[config.mk]
export PLATFORM = sky130hd
export DESIGN_NAME = ufmls_slave
export DESIGN_NICKNAME = d
export VERILOG_FILES = /design/src/hdl/ufmls_pkg.sv /design/src/hdl/ufmls_line_sync.sv /design/src/hdl/ufmls_ptr_next.sv /design/src/hdl/ufmls_slave.sv
export SDC_FILE = /design/constraint.sdc
export NUM_CORES = 1
export LEC_CHECK = 0
export BUFFER_PORTS_ARGS = -buffer_cell sky130_fd_sc_hd__clkbuf_2
export CORE_MARGIN = 2
export CORE_UTILIZATION = 40
export CTS_BUF_LIST = sky130_fd_sc_hd__clkbuf_4 sky130_fd_sc_hd__clkbuf_8
export DETAILED_ROUTE_END_ITERATION = 8
export GPL_TIMING_DRIVEN = 1
export PLACE_DENSITY = 0.63
export SLEW_MARGIN = 15
export SYNTH_ARGS = -nofsm -noshare
export SYNTH_HDL_FRONTEND = slang
export SYNTH_SLANG_ARGS = --single-unit
[constraint.sdc]
create_clock -name clk_sys -period 3.3 [get_ports clk_sys]
set_input_delay 0.165 -clock clk_sys [delete_from_list [all_inputs] [get_ports clk_sys]]
set_output_delay 0.165 -clock clk_sys [all_outputs]
set_load 0.05 [all_outputs]
[src/hdl/ufmls_pkg.sv]
package ufmls_pkg;

  localparam int NUM_REGS = 18;

  // Register offsets, which are also pointer values
  localparam logic [4:0] OFS_MODE_A = 5'h00;
  localparam logic [4:0] OFS_MODE_B = 5'h01;
  localparam logic [4:0] OFS_LED0 = 5'h02;
  localparam logic [4:0] OFS_LED7 = 5'h09;
  localparam logic [4:0] OFS_GROUP_DUTY = 5'h0a;
  localparam logic [4:0] OFS_GROUP_PERIOD = 5'h0b;
  localparam logic [4:0] OFS_STATE_SEL_A = 5'h0c;
  localparam logic [4:0] OFS_STATE_SEL_B = 5'h0d;
  localparam logic [4:0] OFS_SUB_A = 5'h0e;
  localparam logic [4:0] OFS_SUB_B = 5'h0f;
  localparam logic [4:0] OFS_SUB_C = 5'h10;
  localparam logic [4:0] OFS_GROUP_ADDR = 5'h11;

  // Reset values
  localparam logic [7:0] RST_MODE_A = 8'h91;
  localparam logic [7:0] RST_MODE_B = 8'h05;
  localparam logic [7:0] RST_LED_DUTY = 8'h00;
  localparam logic [7:0] RST_GROUP_DUTY = 8'hff;
  localparam logic [7:0] RST_GROUP_PERIOD = 8'h00;
  localparam logic [7:0] RST_STATE_SEL = 8'h00;
  localparam logic [7:0] RST_SUB_A = 8'he2;
  localparam logic [7:0] RST_SUB_B = 8'he4;
  localparam logic [7:0] RST_SUB_C = 8'he8;
  localparam logic [7:0] RST_GROUP_ADDR = 8'he0;
  localparam logic [7:0] RST_CTRL = 8'h80;

  // Field positions
  localparam int CTRL_OPT_LSB = 5;
  localparam int MODE_A_SUB_A_BIT = 3;
  localparam int MODE_A_SUB_B_BIT = 2;
  localparam int MODE_A_SUB_C_BIT = 1;
  localparam int MODE_A_GROUP_BIT = 0;
  localparam int MODE_B_CHANGE_ACK_BIT = 3;

  // Address byte of the software reset call, operation bit included
  localparam logic [7:0] SOFT_RESET_ADDR_BYTE = 8'h06;

  // Increment options: enable, option hi, option lo
  localparam logic [2:0] INCR_ALL = 3'b100;
  localparam logic [2:0] INCR_LED = 3'b101;
  localparam logic [2:0] INCR_GROUP = 3'b110;
  localparam logic [2:0] INCR_MIX = 3'b111;

  typedef enum logic [2:0] {
    ST_IDLE = 3'b000,
    ST_ADDR = 3'b001,
    ST_CTRL = 3'b011,
    ST_DATA = 3'b010,
    ST_SKIP = 3'b110
  } ufmls_state_t;

  function automatic logic [7:0] ufmls_reset_val(input logic [4:0] idx);
    case (idx)
      OFS_MODE_A: ufmls_reset_val = RST_MODE_A;
      OFS_MODE_B: ufmls_reset_val = RST_MODE_B;
      OFS_GROUP_DUTY: ufmls_reset_val = RST_GROUP_DUTY;
      OFS_GROUP_PERIOD: ufmls_reset_val = RST_GROUP_PERIOD;
      OFS_STATE_SEL_A, OFS_STATE_SEL_B: ufmls_reset_val = RST_STATE_SEL;
      OFS_SUB_A: ufmls_reset_val = RST_SUB_A;
      OFS_SUB_B: ufmls_reset_val = RST_SUB_B;
      OFS_SUB_C: ufmls_reset_val = RST_SUB_C;
      OFS_GROUP_ADDR: ufmls_reset_val = RST_GROUP_ADDR;
      default: ufmls_reset_val = RST_LED_DUTY;
    endcase
  endfunction : ufmls_reset_val

endpackage : ufmls_pkg

[src/hdl/ufmls_line_sync.sv]
`timescale 1ns/10ps
module ufmls_line_sync #(
  parameter int WIDTH = 1,
  parameter logic [WIDTH-1:0] RST_VAL = '0
) (
  // Clock and reset
  input wire logic clk_sys,
  input wire logic rst_b,
  // Asynchronous in, synchronous out
  input wire logic [WIDTH-1:0] async_in,
  output logic [WIDTH-1:0] sync_out
);

  logic [WIDTH-1:0] meta_q;

  // First stage feeds only the second
  always_ff @(posedge clk_sys or negedge rst_b) begin
    if (!rst_b) begin
      meta_q <= RST_VAL;
      sync_out <= RST_VAL;
    end else begin
      meta_q <= async_in;
      sync_out <= meta_q;
    end
  end

endmodule : ufmls_line_sync

[src/hdl/ufmls_ptr_next.sv]
`timescale 1ns/10ps
module ufmls_ptr_next import ufmls_pkg::*; (
  // Increment option bits and current pointer
  input wire logic [2:0] incr_mode,
  input wire logic [4:0] ptr,
  // Pointer after one data byte
  output logic [4:0] ptr_next
);

  logic [4:0] first;
  logic [4:0] last;

  assign first = (incr_mode == INCR_ALL) ? OFS_MODE_A :
                 (incr_mode == INCR_GROUP) ? OFS_GROUP_DUTY : OFS_LED0;
  assign last = (incr_mode == INCR_ALL) ? OFS_GROUP_ADDR :
                (incr_mode == INCR_LED) ? OFS_LED7 : OFS_GROUP_PERIOD;
  // Entry beyond the loop wraps at once rather than run into dead pointers
  assign ptr_next = !incr_mode[2] ? ptr :
                    (ptr >= last) ? first : ptr + 5'h01;

endmodule : ufmls_ptr_next

[src/hdl/ufmls_slave.sv]
`timescale 1ns/10ps
// Summary of operation
// RL1 - Master sends slave address after START
// RL2 - Regular address from six address pins
// RL3 - Last address bit selects; writes only
// RL4 - Reserved addresses matched like any other
// RL5 - Group call address E0h, enabled at reset
// RL6 - Three sub call addresses, disabled at reset
// RL7 - Soft reset only on byte 06h
// RL8 - First byte after match is control
// RL9 - Control holds pointer plus increment bits
// RL10 - Enabled increment advances pointer per byte
// RL11 - Option 100 wraps 11h to 00h
// RL12 - Option 101 wraps 09h to 02h
// RL13 - Option 110 wraps 0Bh to 0Ah
// RL14 - Option 111 wraps 0Bh to 02h
// RL15 - Option 000 keeps pointer fixed
// RL16 - Master never writes reserved options
// RL17 - Increment touches only pointer bits
// RL18 - Pointer entry anywhere 00h to 11h
// RL19 - Pointers 12h to 1Fh write nothing
module ufmls_slave import ufmls_pkg::*; #(
  parameter logic HW_ADDR_MSB = 1'b0
) (
  // Clock and reset
  input wire logic clk_sys,
  input wire logic rst_b,
  // Serial bus, driven by the master only
  input wire logic serial_clock_line,
  input wire logic serial_data_line,
  // Address strap pins
  input wire logic [5:0] hw_addr_pin,
  // Register contents
  output logic [7:0] reg_val [NUM_REGS],
  output logic [7:0] ctrl_byte,
  // Write events
  output logic reg_wr_pulse,
  output logic [4:0] reg_wr_index,
  output logic regs_commit,
  // Status
  output logic soft_reset_call,
  output logic frame_active
);

  logic scl_s;
  logic sda_s;
  logic [5:0] pins_s;
  logic scl_d_q;
  logic sda_d_q;
  ufmls_state_t st_q;
  ufmls_state_t st_d;
  logic [3:0] bit_cnt_q;
  logic [6:0] shift_q;
  logic [7:0] ctrl_q;
  logic [7:0] regs_q [NUM_REGS];
  logic [4:0] ptr_adv;
  logic soft_reset_q;
  logic wr_pulse_q;
  logic [4:0] wr_index_q;
  logic commit_q;
  logic ack_pending_q;

  logic start_cond;
  logic stop_cond;
  logic scl_rise;
  logic byte_done;
  logic ack_bit;
  logic [7:0] rx_byte;
  logic op_read;
  logic hit_regular;
  logic hit_group;
  logic hit_sub_a;
  logic hit_sub_b;
  logic hit_sub_c;
  logic hit_soft_reset;
  logic hit_any;
  logic ptr_valid;
  logic data_wr;
  logic [NUM_REGS-1:0] wr_en;

  ufmls_line_sync #(
    .WIDTH(2),
    .RST_VAL(2'b11)
  ) u_bus_sync (
    .clk_sys(clk_sys),
    .rst_b(rst_b),
    .async_in({serial_clock_line, serial_data_line}),
    .sync_out({scl_s, sda_s})
  );

  ufmls_line_sync #(
    .WIDTH(6),
    .RST_VAL(6'h00)
  ) u_pin_sync (
    .clk_sys(clk_sys),
    .rst_b(rst_b),
    .async_in(hw_addr_pin),
    .sync_out(pins_s)
  );

  ufmls_ptr_next u_ptr_next (
    .incr_mode(ctrl_q[7:CTRL_OPT_LSB]),
    .ptr(ctrl_q[4:0]),
    .ptr_next(ptr_adv)
  );

  // Bus conditions, seen on the synchronised lines
  assign start_cond = scl_s & scl_d_q & sda_d_q & ~sda_s;
  assign stop_cond = scl_s & scl_d_q & ~sda_d_q & sda_s;
  assign scl_rise = scl_s & ~scl_d_q;
  assign byte_done = scl_rise && (bit_cnt_q == 4'd7) && (st_q != ST_IDLE);
  // Ninth bit is always driven high by the master, never by us
  assign ack_bit = scl_rise && (bit_cnt_q == 4'd8) && (st_q != ST_IDLE);
  assign rx_byte = {shift_q, sda_s};
  assign op_read = rx_byte[0]; // [RL3]

  // Address compare; reserved codes get no special treatment
  assign hit_regular = (rx_byte[7:1] == {HW_ADDR_MSB, pins_s}); // [RL2] [RL4]
  assign hit_group = regs_q[OFS_MODE_A][MODE_A_GROUP_BIT] &&
                     (rx_byte[7:1] == regs_q[OFS_GROUP_ADDR][7:1]); // [RL5]
  assign hit_sub_a = regs_q[OFS_MODE_A][MODE_A_SUB_A_BIT] &&
                     (rx_byte[7:1] == regs_q[OFS_SUB_A][7:1]); // [RL6]
  assign hit_sub_b = regs_q[OFS_MODE_A][MODE_A_SUB_B_BIT] &&
                     (rx_byte[7:1] == regs_q[OFS_SUB_B][7:1]); // [RL6]
  assign hit_sub_c = regs_q[OFS_MODE_A][MODE_A_SUB_C_BIT] &&
                     (rx_byte[7:1] == regs_q[OFS_SUB_C][7:1]); // [RL6]
  assign hit_soft_reset = (rx_byte == SOFT_RESET_ADDR_BYTE); // [RL7]
  assign hit_any = hit_regular | hit_group | hit_sub_a | hit_sub_b | hit_sub_c;

  assign ptr_valid = (ctrl_q[4:0] <= OFS_GROUP_ADDR); // [RL18] [RL19]
  assign data_wr = byte_done && (st_q == ST_DATA) && ptr_valid;

  // Next state; a START anywhere restarts address reception
  always_comb begin
    st_d = st_q;
    case (st_q)
      ST_IDLE: st_d = ST_IDLE;
      ST_ADDR: begin
        if (byte_done) begin
          // Soft reset code wins over a strap set to the same value
          if (op_read || hit_soft_reset || !hit_any) begin
            st_d = ST_SKIP; // [RL3] [RL7]
          end else begin
            st_d = ST_CTRL;
          end
        end
      end
      ST_CTRL: begin
        if (byte_done) begin
          st_d = ST_DATA; // [RL8]
        end
      end
      ST_DATA: st_d = ST_DATA;
      ST_SKIP: st_d = ST_SKIP;
      default: st_d = ST_IDLE;
    endcase
    if (start_cond) begin
      st_d = ST_ADDR; // [RL1]
    end else if (stop_cond) begin
      st_d = ST_IDLE;
    end
  end

  always_ff @(posedge clk_sys or negedge rst_b) begin
    if (!rst_b) begin
      st_q <= ST_IDLE;
      scl_d_q <= 1'b1;
      sda_d_q <= 1'b1;
    end else begin
      st_q <= st_d;
      scl_d_q <= scl_s;
      sda_d_q <= sda_s;
    end
  end

  // Bit counter runs 0..8; count 8 marks the ninth bit
  always_ff @(posedge clk_sys or negedge rst_b) begin
    if (!rst_b) begin
      bit_cnt_q <= 4'd0;
      shift_q <= 7'h00;
    end else if (start_cond) begin
      bit_cnt_q <= 4'd0;
    end else if (scl_rise) begin
      bit_cnt_q <= (bit_cnt_q == 4'd8) ? 4'd0 : bit_cnt_q + 4'd1;
      shift_q <= rx_byte[6:0];
    end
  end

  // Control byte; data bytes change only the pointer field
  always_ff @(posedge clk_sys or negedge rst_b) begin
    if (!rst_b) begin
      ctrl_q <= RST_CTRL;
    end else if (byte_done && st_q == ST_CTRL) begin
      ctrl_q <= rx_byte; // [RL8] [RL9]
    end else if (byte_done && st_q == ST_DATA) begin
      ctrl_q[4:0] <= ptr_adv; // [RL10] [RL11] [RL12] [RL13] [RL14] [RL15] [RL17]
    end
  end

  // Register file
  genvar g;
  for (g = 0; g < NUM_REGS; g++) begin : g_reg
    assign wr_en[g] = data_wr && (ctrl_q[4:0] == 5'(g)); // [RL19]
    always_ff @(posedge clk_sys or negedge rst_b) begin
      if (!rst_b) begin
        regs_q[g] <= ufmls_reset_val(5'(g));
      end else if (wr_en[g]) begin
        regs_q[g] <= rx_byte;
      end
    end
    // Top bits of the first mode register mirror the control byte
    if (g == 0) begin : g_mode
      assign reg_val[g] = {ctrl_q[7:CTRL_OPT_LSB], regs_q[g][CTRL_OPT_LSB-1:0]};
    end else begin : g_plain
      assign reg_val[g] = regs_q[g];
    end
  end

  // Event outputs; commit follows the ack bit or the STOP per mode
  always_ff @(posedge clk_sys or negedge rst_b) begin
    if (!rst_b) begin
      soft_reset_q <= 1'b0;
      wr_pulse_q <= 1'b0;
      wr_index_q <= 5'h00;
      commit_q <= 1'b0;
      ack_pending_q <= 1'b0;
    end else begin
      soft_reset_q <= byte_done && (st_q == ST_ADDR) && hit_soft_reset; // [RL7]
      wr_pulse_q <= data_wr;
      if (data_wr) begin
        wr_index_q <= ctrl_q[4:0];
      end
      if (data_wr) begin
        ack_pending_q <= 1'b1;
      end else if (ack_bit || start_cond || stop_cond) begin
        ack_pending_q <= 1'b0;
      end
      commit_q <= regs_q[OFS_MODE_B][MODE_B_CHANGE_ACK_BIT] ?
                  (ack_bit && ack_pending_q) :
                  (stop_cond && st_q == ST_DATA);
    end
  end

  assign ctrl_byte = ctrl_q;
  assign soft_reset_call = soft_reset_q;
  assign reg_wr_pulse = wr_pulse_q;
  assign reg_wr_index = wr_index_q;
  assign regs_commit = commit_q;
  assign frame_active = (st_q != ST_IDLE);
endmodule : ufmls_slave

==> flow_metrics.py, run 1 <==
metrics = {
    "cells_and_area": {
        "antennaDiodeCount": 0,
        "syn_to_final_growth_pct": 19.44,
        "final_area_um2": 9779,
        "nets": 777,
        "final_cells": 1040,
        "drive_above_1_share_pct": 55.19,
    },
    "cts": {
        "cts_made_buffers": 17,
        "cts_setup_buffers": 0,
        "h-tree-depth": 4,
        "clk-insertion-delay-late_ns": 0.48,
        "ctsResizeCount": 0,
        "cts_tree": "yes",
        "clkTransAtPathRegs_ns": 0.11,
        "cts_sinks": 190,
        "cts_buffer_depth": 2,
        "root_buffer": "clkbuf_8",
    },
    "logic_synthesis": {
        "ys.flop_type": "dfrtp_1",
        "yosysUniqueCellTypes": 62,
        "yosys-top-cells-area": "dfrtp_1, mux2_2, dfstp_2",
        "synthArstFlopShare_pct": 100.0,
        "synth_top_cell_area_share_pct": 47.68,
        "syn_area_um2": 8188,
        "synth_cells": 583,
        "ys_ff_latch": 190,
        "syn_avg_cell_area_um2": 14.04,
        "synth_edf_count": 0,
        "syn_nets": 603,
        "synth_top_area_cell": "dfrtp_1",
        "yosysWarnings": 0,
        "yosysSeqAreaShare_pct": 58.59,
    },
    "floorplan": {
        "row_count": 52,
        "core-area_um2": 20170,
        "boundaryPins": 171,
        "start_util_pct": 40.60,
        "die_area_um2": 21630,
        "die_height_um": 147.1,
        "die_width_um": 147.1,
    },
    "timing": {
        "final-max-slew-violation-count": 0,
        "finalSetupTns_ns": 0,
        "final.period_utilization_pct": 76.41,
        "grt_setup_unrepaired": "no",
        "setup_viol": 0,
        "whs_ns": 0.3353,
        "finClkSkew_ns": 0.01352,
        "timing.max_slew.rel_slack_pct": 30.01,
        "tightestPinTransition_ns": 1.050,
        "clock.fmax_mhz": 396.6,
        "fin_crit_ns": 2.522,
        "hold_violations": 0,
    },
    "worst_setup_path": {
        "worst-setup-path-type": "flip-flop to flip-flop",
        "critPathMaxFanout": 7,
        "r2r_cells": 7,
        "worstPathRequired_ns": 3.68,
        "cp-start-kind": "flip-flop",
        "end_kind": "flip-flop",
        "crit_arrival_ns": 2.90,
    },
    "routing": {
        "drc": 0,
        "num_vias": 5234,
        "drt-initial-drc-count": 370,
        "dr.pass1.iters": 4,
        "viasPerCell": 5.033,
        "drtAntennaViolNets": 0,
        "wl_per_cell_um": 19.55,
        "routed_wl_um": 20340,
    },
    "global_route": {
        "grt_pass1_vias": 5553,
        "grt_max_degree": 139,
        "grt_pass1_wl_um": 31950,
        "grt_overflow": 0,
        "antenna_found_initial": 0,
        "grt_use_total_pct": 19.35,
    },
    "hold_path": {
        "hp-class": "input pin to flip-flop",
        "worstHoldPathCells": 2,
    },
    "placed_design": {
        "place.port_buffers": 170,
        "hpwl_um": 13950,
        "gp_congestion": 0.8228,
        "dp.cells": 999,
        "place_area_um2": 9300,
    },
    "run_status": {
        "status": "completed",
    },
    "flow_run": {
        "cap_viol_max_count": 0,
    },
    "power_and_ir_drop": {
        "powerDensity_nw_per_um2": 442.6,
        "vdd_drop_max_uv": 267.5,
        "cellLeakagePower_nw": 4.945,
    },
}
## per-stage QoR
step	util, %	setup slack [ns]	power (mW)
2_1_floorplan	-	0.9399	2.667
3_3_place_gp	46.11	0.9931	2.835
3_5_place_dp	46.11	0.8047	2.848
4_1_cts	48.48	0.7823	4.382
5_1_grt	48.49	0.5829	4.518
6_report	48.49	0.7785	4.329
## kinds of logic (layout without fill, tap and decap cells)
logic type                 after synthesis  in the layout  share of synthesized area (%)
buffers and inverters                   43            230                          2.475
xor gates and xnor gates                36             36                          3.851
adders and majority gates               10             10                          1.528
and+or+nand+nor                        119            119                          9.918
DFF                                    190            190                          58.59
AOI/OAI and AO/OA                       37             37                          2.919
muxes                                  148            148                          20.72
## final timing paths
check / from / to / slack (ns)
min in group asynchronous: rst_b / reg_val[111] / 0.40
worst min-delay path: hw_addr_pin[2] / u_pin_sync.meta_q[2] / 0.34
worst max register to register: ctrl_byte[7] / ctrl_byte[2] / 0.78
max in group asynchronous: rst_b / reg_val[56] / 1.93
worst max-delay path: ctrl_byte[7] / ctrl_byte[2] / 0.78
worst min register to register: u_pin_sync.meta_q[4] / u_pin_sync.sync_out[4] / 0.36
## area by class of cell
type	instances	area, um^2
flip-flops and latches	190	4797
clock inverters	14	146.4
inverters	10	37.54
fillers	1840	10390
repair buffers	188	1031
well taps	270	337.8
clock buffers	18	241.5
multi-input cells	350	3188
## synthesized netlist by cell type (3+ instances only)
master and n:
a21oi_1 7, nand2_1 37, o21ai_0 11, a22oi_1 4, mux2_2 140, nor2_1 12
nand3_1 7, nand4_1 8, buf_2 8, nor3_1 6, ha_1 10, xnor2_1 29
dfstp_2 34, mux2_4 8, xor2_1 7, clkbuf_1 20, inv_1 9, buf_4 4
nor2_2 3, nand3_2 3, nor2_4 8, dfrtp_1 156, nand2b_1 4
## critical path, cell delays in order (launching register included)
cell,delay [ns]
dfstp_2,0.60
nor3b_1,0.38
inv_1,0.08
ha_1,0.31
a21oi_1,0.14
o21ai_0,0.25
or3_1,0.44
o311ai_1,0.23
## cell usage in the layout, fill, tap and decap left out, types with 2 or more instances in the layout
master         netlist  layout
nor2_1              12      12
a21oi_1              7       7
inv_8                0       3
nand2b_1             4       4
xor2_1               7       7
mux2_4               8       8
inv_1                9       9
nand3_1              7       7
o21ai_1              2       2
ha_1                10      10
clkinv_4             0       2
nor3_1               6       6
o21ai_0             11      11
dfrtp_1            156     156
clkbuf_2             0     169
nor2_4               8       8
a22oi_1              4       4
a211oi_1             2       2
dfstp_2             34      34
inv_6                0       6
dlygate4sd3_1        0       9
nand3_2              3       3
nand2_1             37      37
nand3_4              2       2
buf_4                4       8
or3_1                2       2
nor2_2               3       3
nand4_1              8       8
nor3b_1              2       2
xnor2_1             29      29
a21o_1               2       2
clkbuf_8             0      17
mux2_2             140     140
nand4bb_1            2       2
nand3b_4             2       2
nor4_1               2       2
## routing by layer
layer	routed length [um]	vias to the layer above	global-route usage, %
met1	8481	2704	25.13
met2	10460	151	32.52
met4	330	0	6.202
met5	0	-	0
li1	-	2362	-
met3	1063	17	4.193
## registers in the layout, summed over array words and instances (netlist names)
register,flops
reg_val,141
shift_q,7
soft_reset_call,1
u_pin_sync.sync_out,6
ack_pending_q,1
u_bus_sync.sync_out,2
u_bus_sync.meta_q,2
u_pin_sync.meta_q,6
reg_wr_index,5
sda_d_q,1
reg_wr_pulse,1
bit_cnt_q,4
regs_commit,1
scl_d_q,1
st_q,3
ctrl_byte,8
## report_power, final
| part | internal [mW] | switching (mW) | total [mW] |
|---|---|---|---|
| Clock | 0.636 | 0.886 | 1.52 |
| Combinational | 0.123 | 0.235 | 0.357 |
| Sequential | 2.37 | 0.0817 | 2.45 |
## what timing repair did
action                     4_1_cts  5_1_grt
setup endpoints to repair        0        0
hold buffers                     9        0
hold endpoints to repair       119        0
No activity file was read; power rests on OpenSTA's default activity.
==> run 2, diff against run 1 <==
--- a/config.mk
+++ b/config.mk
@@ -5,13 +5,14 @@
 export SDC_FILE = /design/constraint.sdc
 export NUM_CORES = 1
 export LEC_CHECK = 0
+export ABC_AREA = 1
 export BUFFER_PORTS_ARGS = -buffer_cell sky130_fd_sc_hd__clkbuf_2
 export CORE_MARGIN = 2
 export CORE_UTILIZATION = 40
 export CTS_BUF_LIST = sky130_fd_sc_hd__clkbuf_4 sky130_fd_sc_hd__clkbuf_8
 export DETAILED_ROUTE_END_ITERATION = 8
 export GPL_TIMING_DRIVEN = 1
-export PLACE_DENSITY = 0.63
+export PLACE_DENSITY = 0.64
 export SLEW_MARGIN = 15
 export SYNTH_ARGS = -nofsm -noshare
 export SYNTH_HDL_FRONTEND = slang
==> constraint.sdc (replaced) <==
create_clock -name clk_sys -period 2.5 [get_ports clk_sys]
set_input_delay 0.125 -clock clk_sys [delete_from_list [all_inputs] [get_ports clk_sys]]
set_output_delay 0.125 -clock clk_sys [all_outputs]
set_load 0.05 [all_outputs]
==> flow_metrics.py, run 2 <==
metrics = {
    "timing": {
        "hold_violations": 0,
        "whs_ns": 0.2526,
        "timing.max_slew.rel_slack_pct": 53.20,
        "final-max-slew-violation-count": 0,
        "finalSetupTns_ns": 0,
        "setup_viol": 0,
        "tightestPinTransition_ns": 0.7012,
        "setup_slack_ns": 0.3333,
        "finClkSkew_ns": 0.01241,
        "grt_setup_unrepaired": "no",
        "final.period_utilization_pct": 86.67,
        "clock.fmax_mhz": 461.5,
        "fin_crit_ns": 2.167,
    },
    "placed_design": {
        "dp.cells": 1258,
        "hpwl_um": 14960,
        "gp_congestion": 0.8702,
        "place.port_buffers": 170,
        "place_ws_ns": 0.1123,
        "place_area_um2": 9109,
    },
    "global_route": {
        "grt_use_met3_pct": 5.723,
        "grt_pass1_vias": 6018,
        "grt_max_degree": 82,
        "met1_usage_pct": 28.49,
        "busiest_layer": "met2",
        "grt_use_total_pct": 20.77,
        "grt_overflow": 0,
        "antenna_found_initial": 0,
        "grt_use_met2_pct": 32.93,
        "grt_pass1_wl_um": 34170,
    },
    "cells_and_area": {
        "antennaDiodeCount": 0,
        "drive_above_1_share_pct": 28.17,
        "seq_area_um2": 4797,
        "nets": 1041,
        "final_util_pct": 49.02,
        "multiInputGateArea_um2": 2669,
        "final_cells": 1298,
        "fillers": 1933,
        "largest_reg_flops": 141,
        "syn_to_final_growth_pct": 20.04,
        "final_common_cell": "nand2_1",
        "final_cell_mix": "nand2_1, clkbuf_2, dfrtp_1",
        "final_area_um2": 9572,
    },
    "floorplan": {
        "start_util_pct": 40.84,
        "core-area_um2": 19530,
        "boundaryPins": 171,
        "die_width_um": 145.2,
        "die_height_um": 145.2,
        "row_count": 51,
        "die_area_um2": 21080,
    },
    "logic_synthesis": {
        "synth_top_area_cell": "dfrtp_1",
        "synth_common_cells": "nand2_1, dfrtp_1, o21ai_1",
        "yosysMostFrequentCell": "nand2_1",
        "yosysSeqAreaShare_pct": 60.16,
        "synth_top_cell_area_share_pct": 48.96,
        "yosysUniqueCellTypes": 40,
        "synth_cells": 845,
        "ys.flop_type": "dfrtp_1",
        "synthArstFlopShare_pct": 100.0,
        "yosys-top-cells-area": "dfrtp_1, nand2_1, dfstp_2",
        "synth_edf_count": 0,
        "syn_avg_cell_area_um2": 9.437,
        "syn_area_um2": 7974,
        "yosysWarnings": 0,
        "syn_nets": 865,
        "ys_ff_latch": 190,
    },
    "worst_setup_path": {
        "slowest_stage": "dfstp_2",
        "crit_arrival_ns": 2.51,
        "worstPathRequired_ns": 2.84,
        "crit_chain": "inv_1 > nor3_2 > inv_1 > ha_1 > nand2_1 > nor2_1 > a211oi_2 > nand2_1 > o211ai_1 > o211ai_1",
        "r2r-end": "ctrl_byte[3]",
        "crit_buf_inv": 2,
        "cp-start-kind": "flip-flop",
        "r2r_slack_ns": 0.33,
        "r2r_cells": 10,
        "end_kind": "flip-flop",
        "startpoint": "ctrl_byte[7]",
        "rr_startpoint": "ctrl_byte[7]",
        "slowest_delay_ns": 0.58,
        "critPathMaxFanout": 5,
        "critical-path-top-delay-family": "flip-flops",
        "worst-setup-path-type": "flip-flop to flip-flop",
    },
    "cts": {
        "cts_sinks": 190,
        "cts_tree": "yes",
        "root_buffer": "clkbuf_8",
        "clkTransAtPathRegs_ns": 0.10,
        "h-tree-depth": 4,
        "cts_setup_buffers": 0,
        "clk-insertion-delay-late_ns": 0.46,
        "cts_buffer_depth": 2,
        "cts_made_buffers": 17,
    },
    "routing": {
        "num_vias": 6305,
        "wl_per_cell_um": 16.42,
        "routed_wl_um": 21320,
        "drtAntennaViolNets": 0,
        "dr.pass1.iters": 5,
        "viasPerCell": 4.857,
        "drc": 0,
        "drt-initial-drc-count": 408,
    },
    "power_and_ir_drop": {
        "powerDensity_nw_per_um2": 637.2,
        "vdd_drop_max_uv": 331.3,
        "cellLeakagePower_nw": 4.597,
        "p_total_mw": 6.099,
    },
    "flow_run": {
        "cap_viol_max_count": 0,
    },
    "run_status": {
        "status": "completed",
    },
    "hold_path": {
        "hp-class": "input pin to asynchronous set/reset pin",
    },
}
==> run 2: changes by cell type after synthesis, moves of 15 or more <==
cell / before / now
xnor2_1: 29 / 8
mux2_2: 140 / 0
nor2_1: 12 / 27
nand2_1: 37 / 255
o21ai_1: 2 / 91
o21ai_0: 11 / 72
inv_1: 9 / 56
==> run 2: kinds of logic (layout without fill, tap and decap cells) <==
| group | count (synthesis) | count (layout) | share of synthesized area, % |
|---|---|---|---|
| adder cells (fa/ha/maj) | 10 | 10 | 1.569 |
| buffers and inverters | 113 | 301 | 6.496 |
| AO/OA/AOI/OAI | 183 | 183 | 12.04 |
| flip-flops | 190 | 190 | 60.16 |
| AND/OR/NAND/NOR | 338 | 338 | 18.53 |
| XOR/XNOR | 11 | 11 | 1.208 |
==> run 2: what timing repair did <==
item	CTS	global route
setup endpoints to repair	0	3
gates resized for setup	0	2
hold buffers	9	0
hold endpoints to repair	71	0
==> run 2: power by group <==
part           total (mW)  switching, mW  leakage, nW  internal (mW)
combinational       0.914          0.641         1.93          0.273
clock                1.90           1.09        0.179          0.812
sequential           3.29          0.117         2.49           3.17
==> run 2: per-layer routing <==
metal  share of wire [%]  vias to the layer above
li1                    -                     3081
met4                 1.4                        0
met1                  45                     3018
met2                  47                      185
met3                 6.7                       21
met5                   0                        -
==> run 2: layout make-up <==
cell class	count	area share [%]
clock buffers	18	2.588
clock inverters	13	1.203
inverters	67	2.680
multi-input cells	542	27.88
flip-flops and latches	190	50.12
well taps	265	3.464
repair buffers	203	12.07
==> run 2: worst max-delay path by stage <==
stage / endpoint / slack [ns] / cells past startpoint
detailed placement: ctrl_byte[3] / 0.11 / 10
CTS: ctrl_byte[3] / 0.10 / 10
floorplan: ctrl_byte[3] / 0.18 / 10
global route: reg_val[55] / 0.09 / 9
global placement: ctrl_byte[1] / 0.22 / 10
finish: ctrl_byte[3] / 0.33 / 10
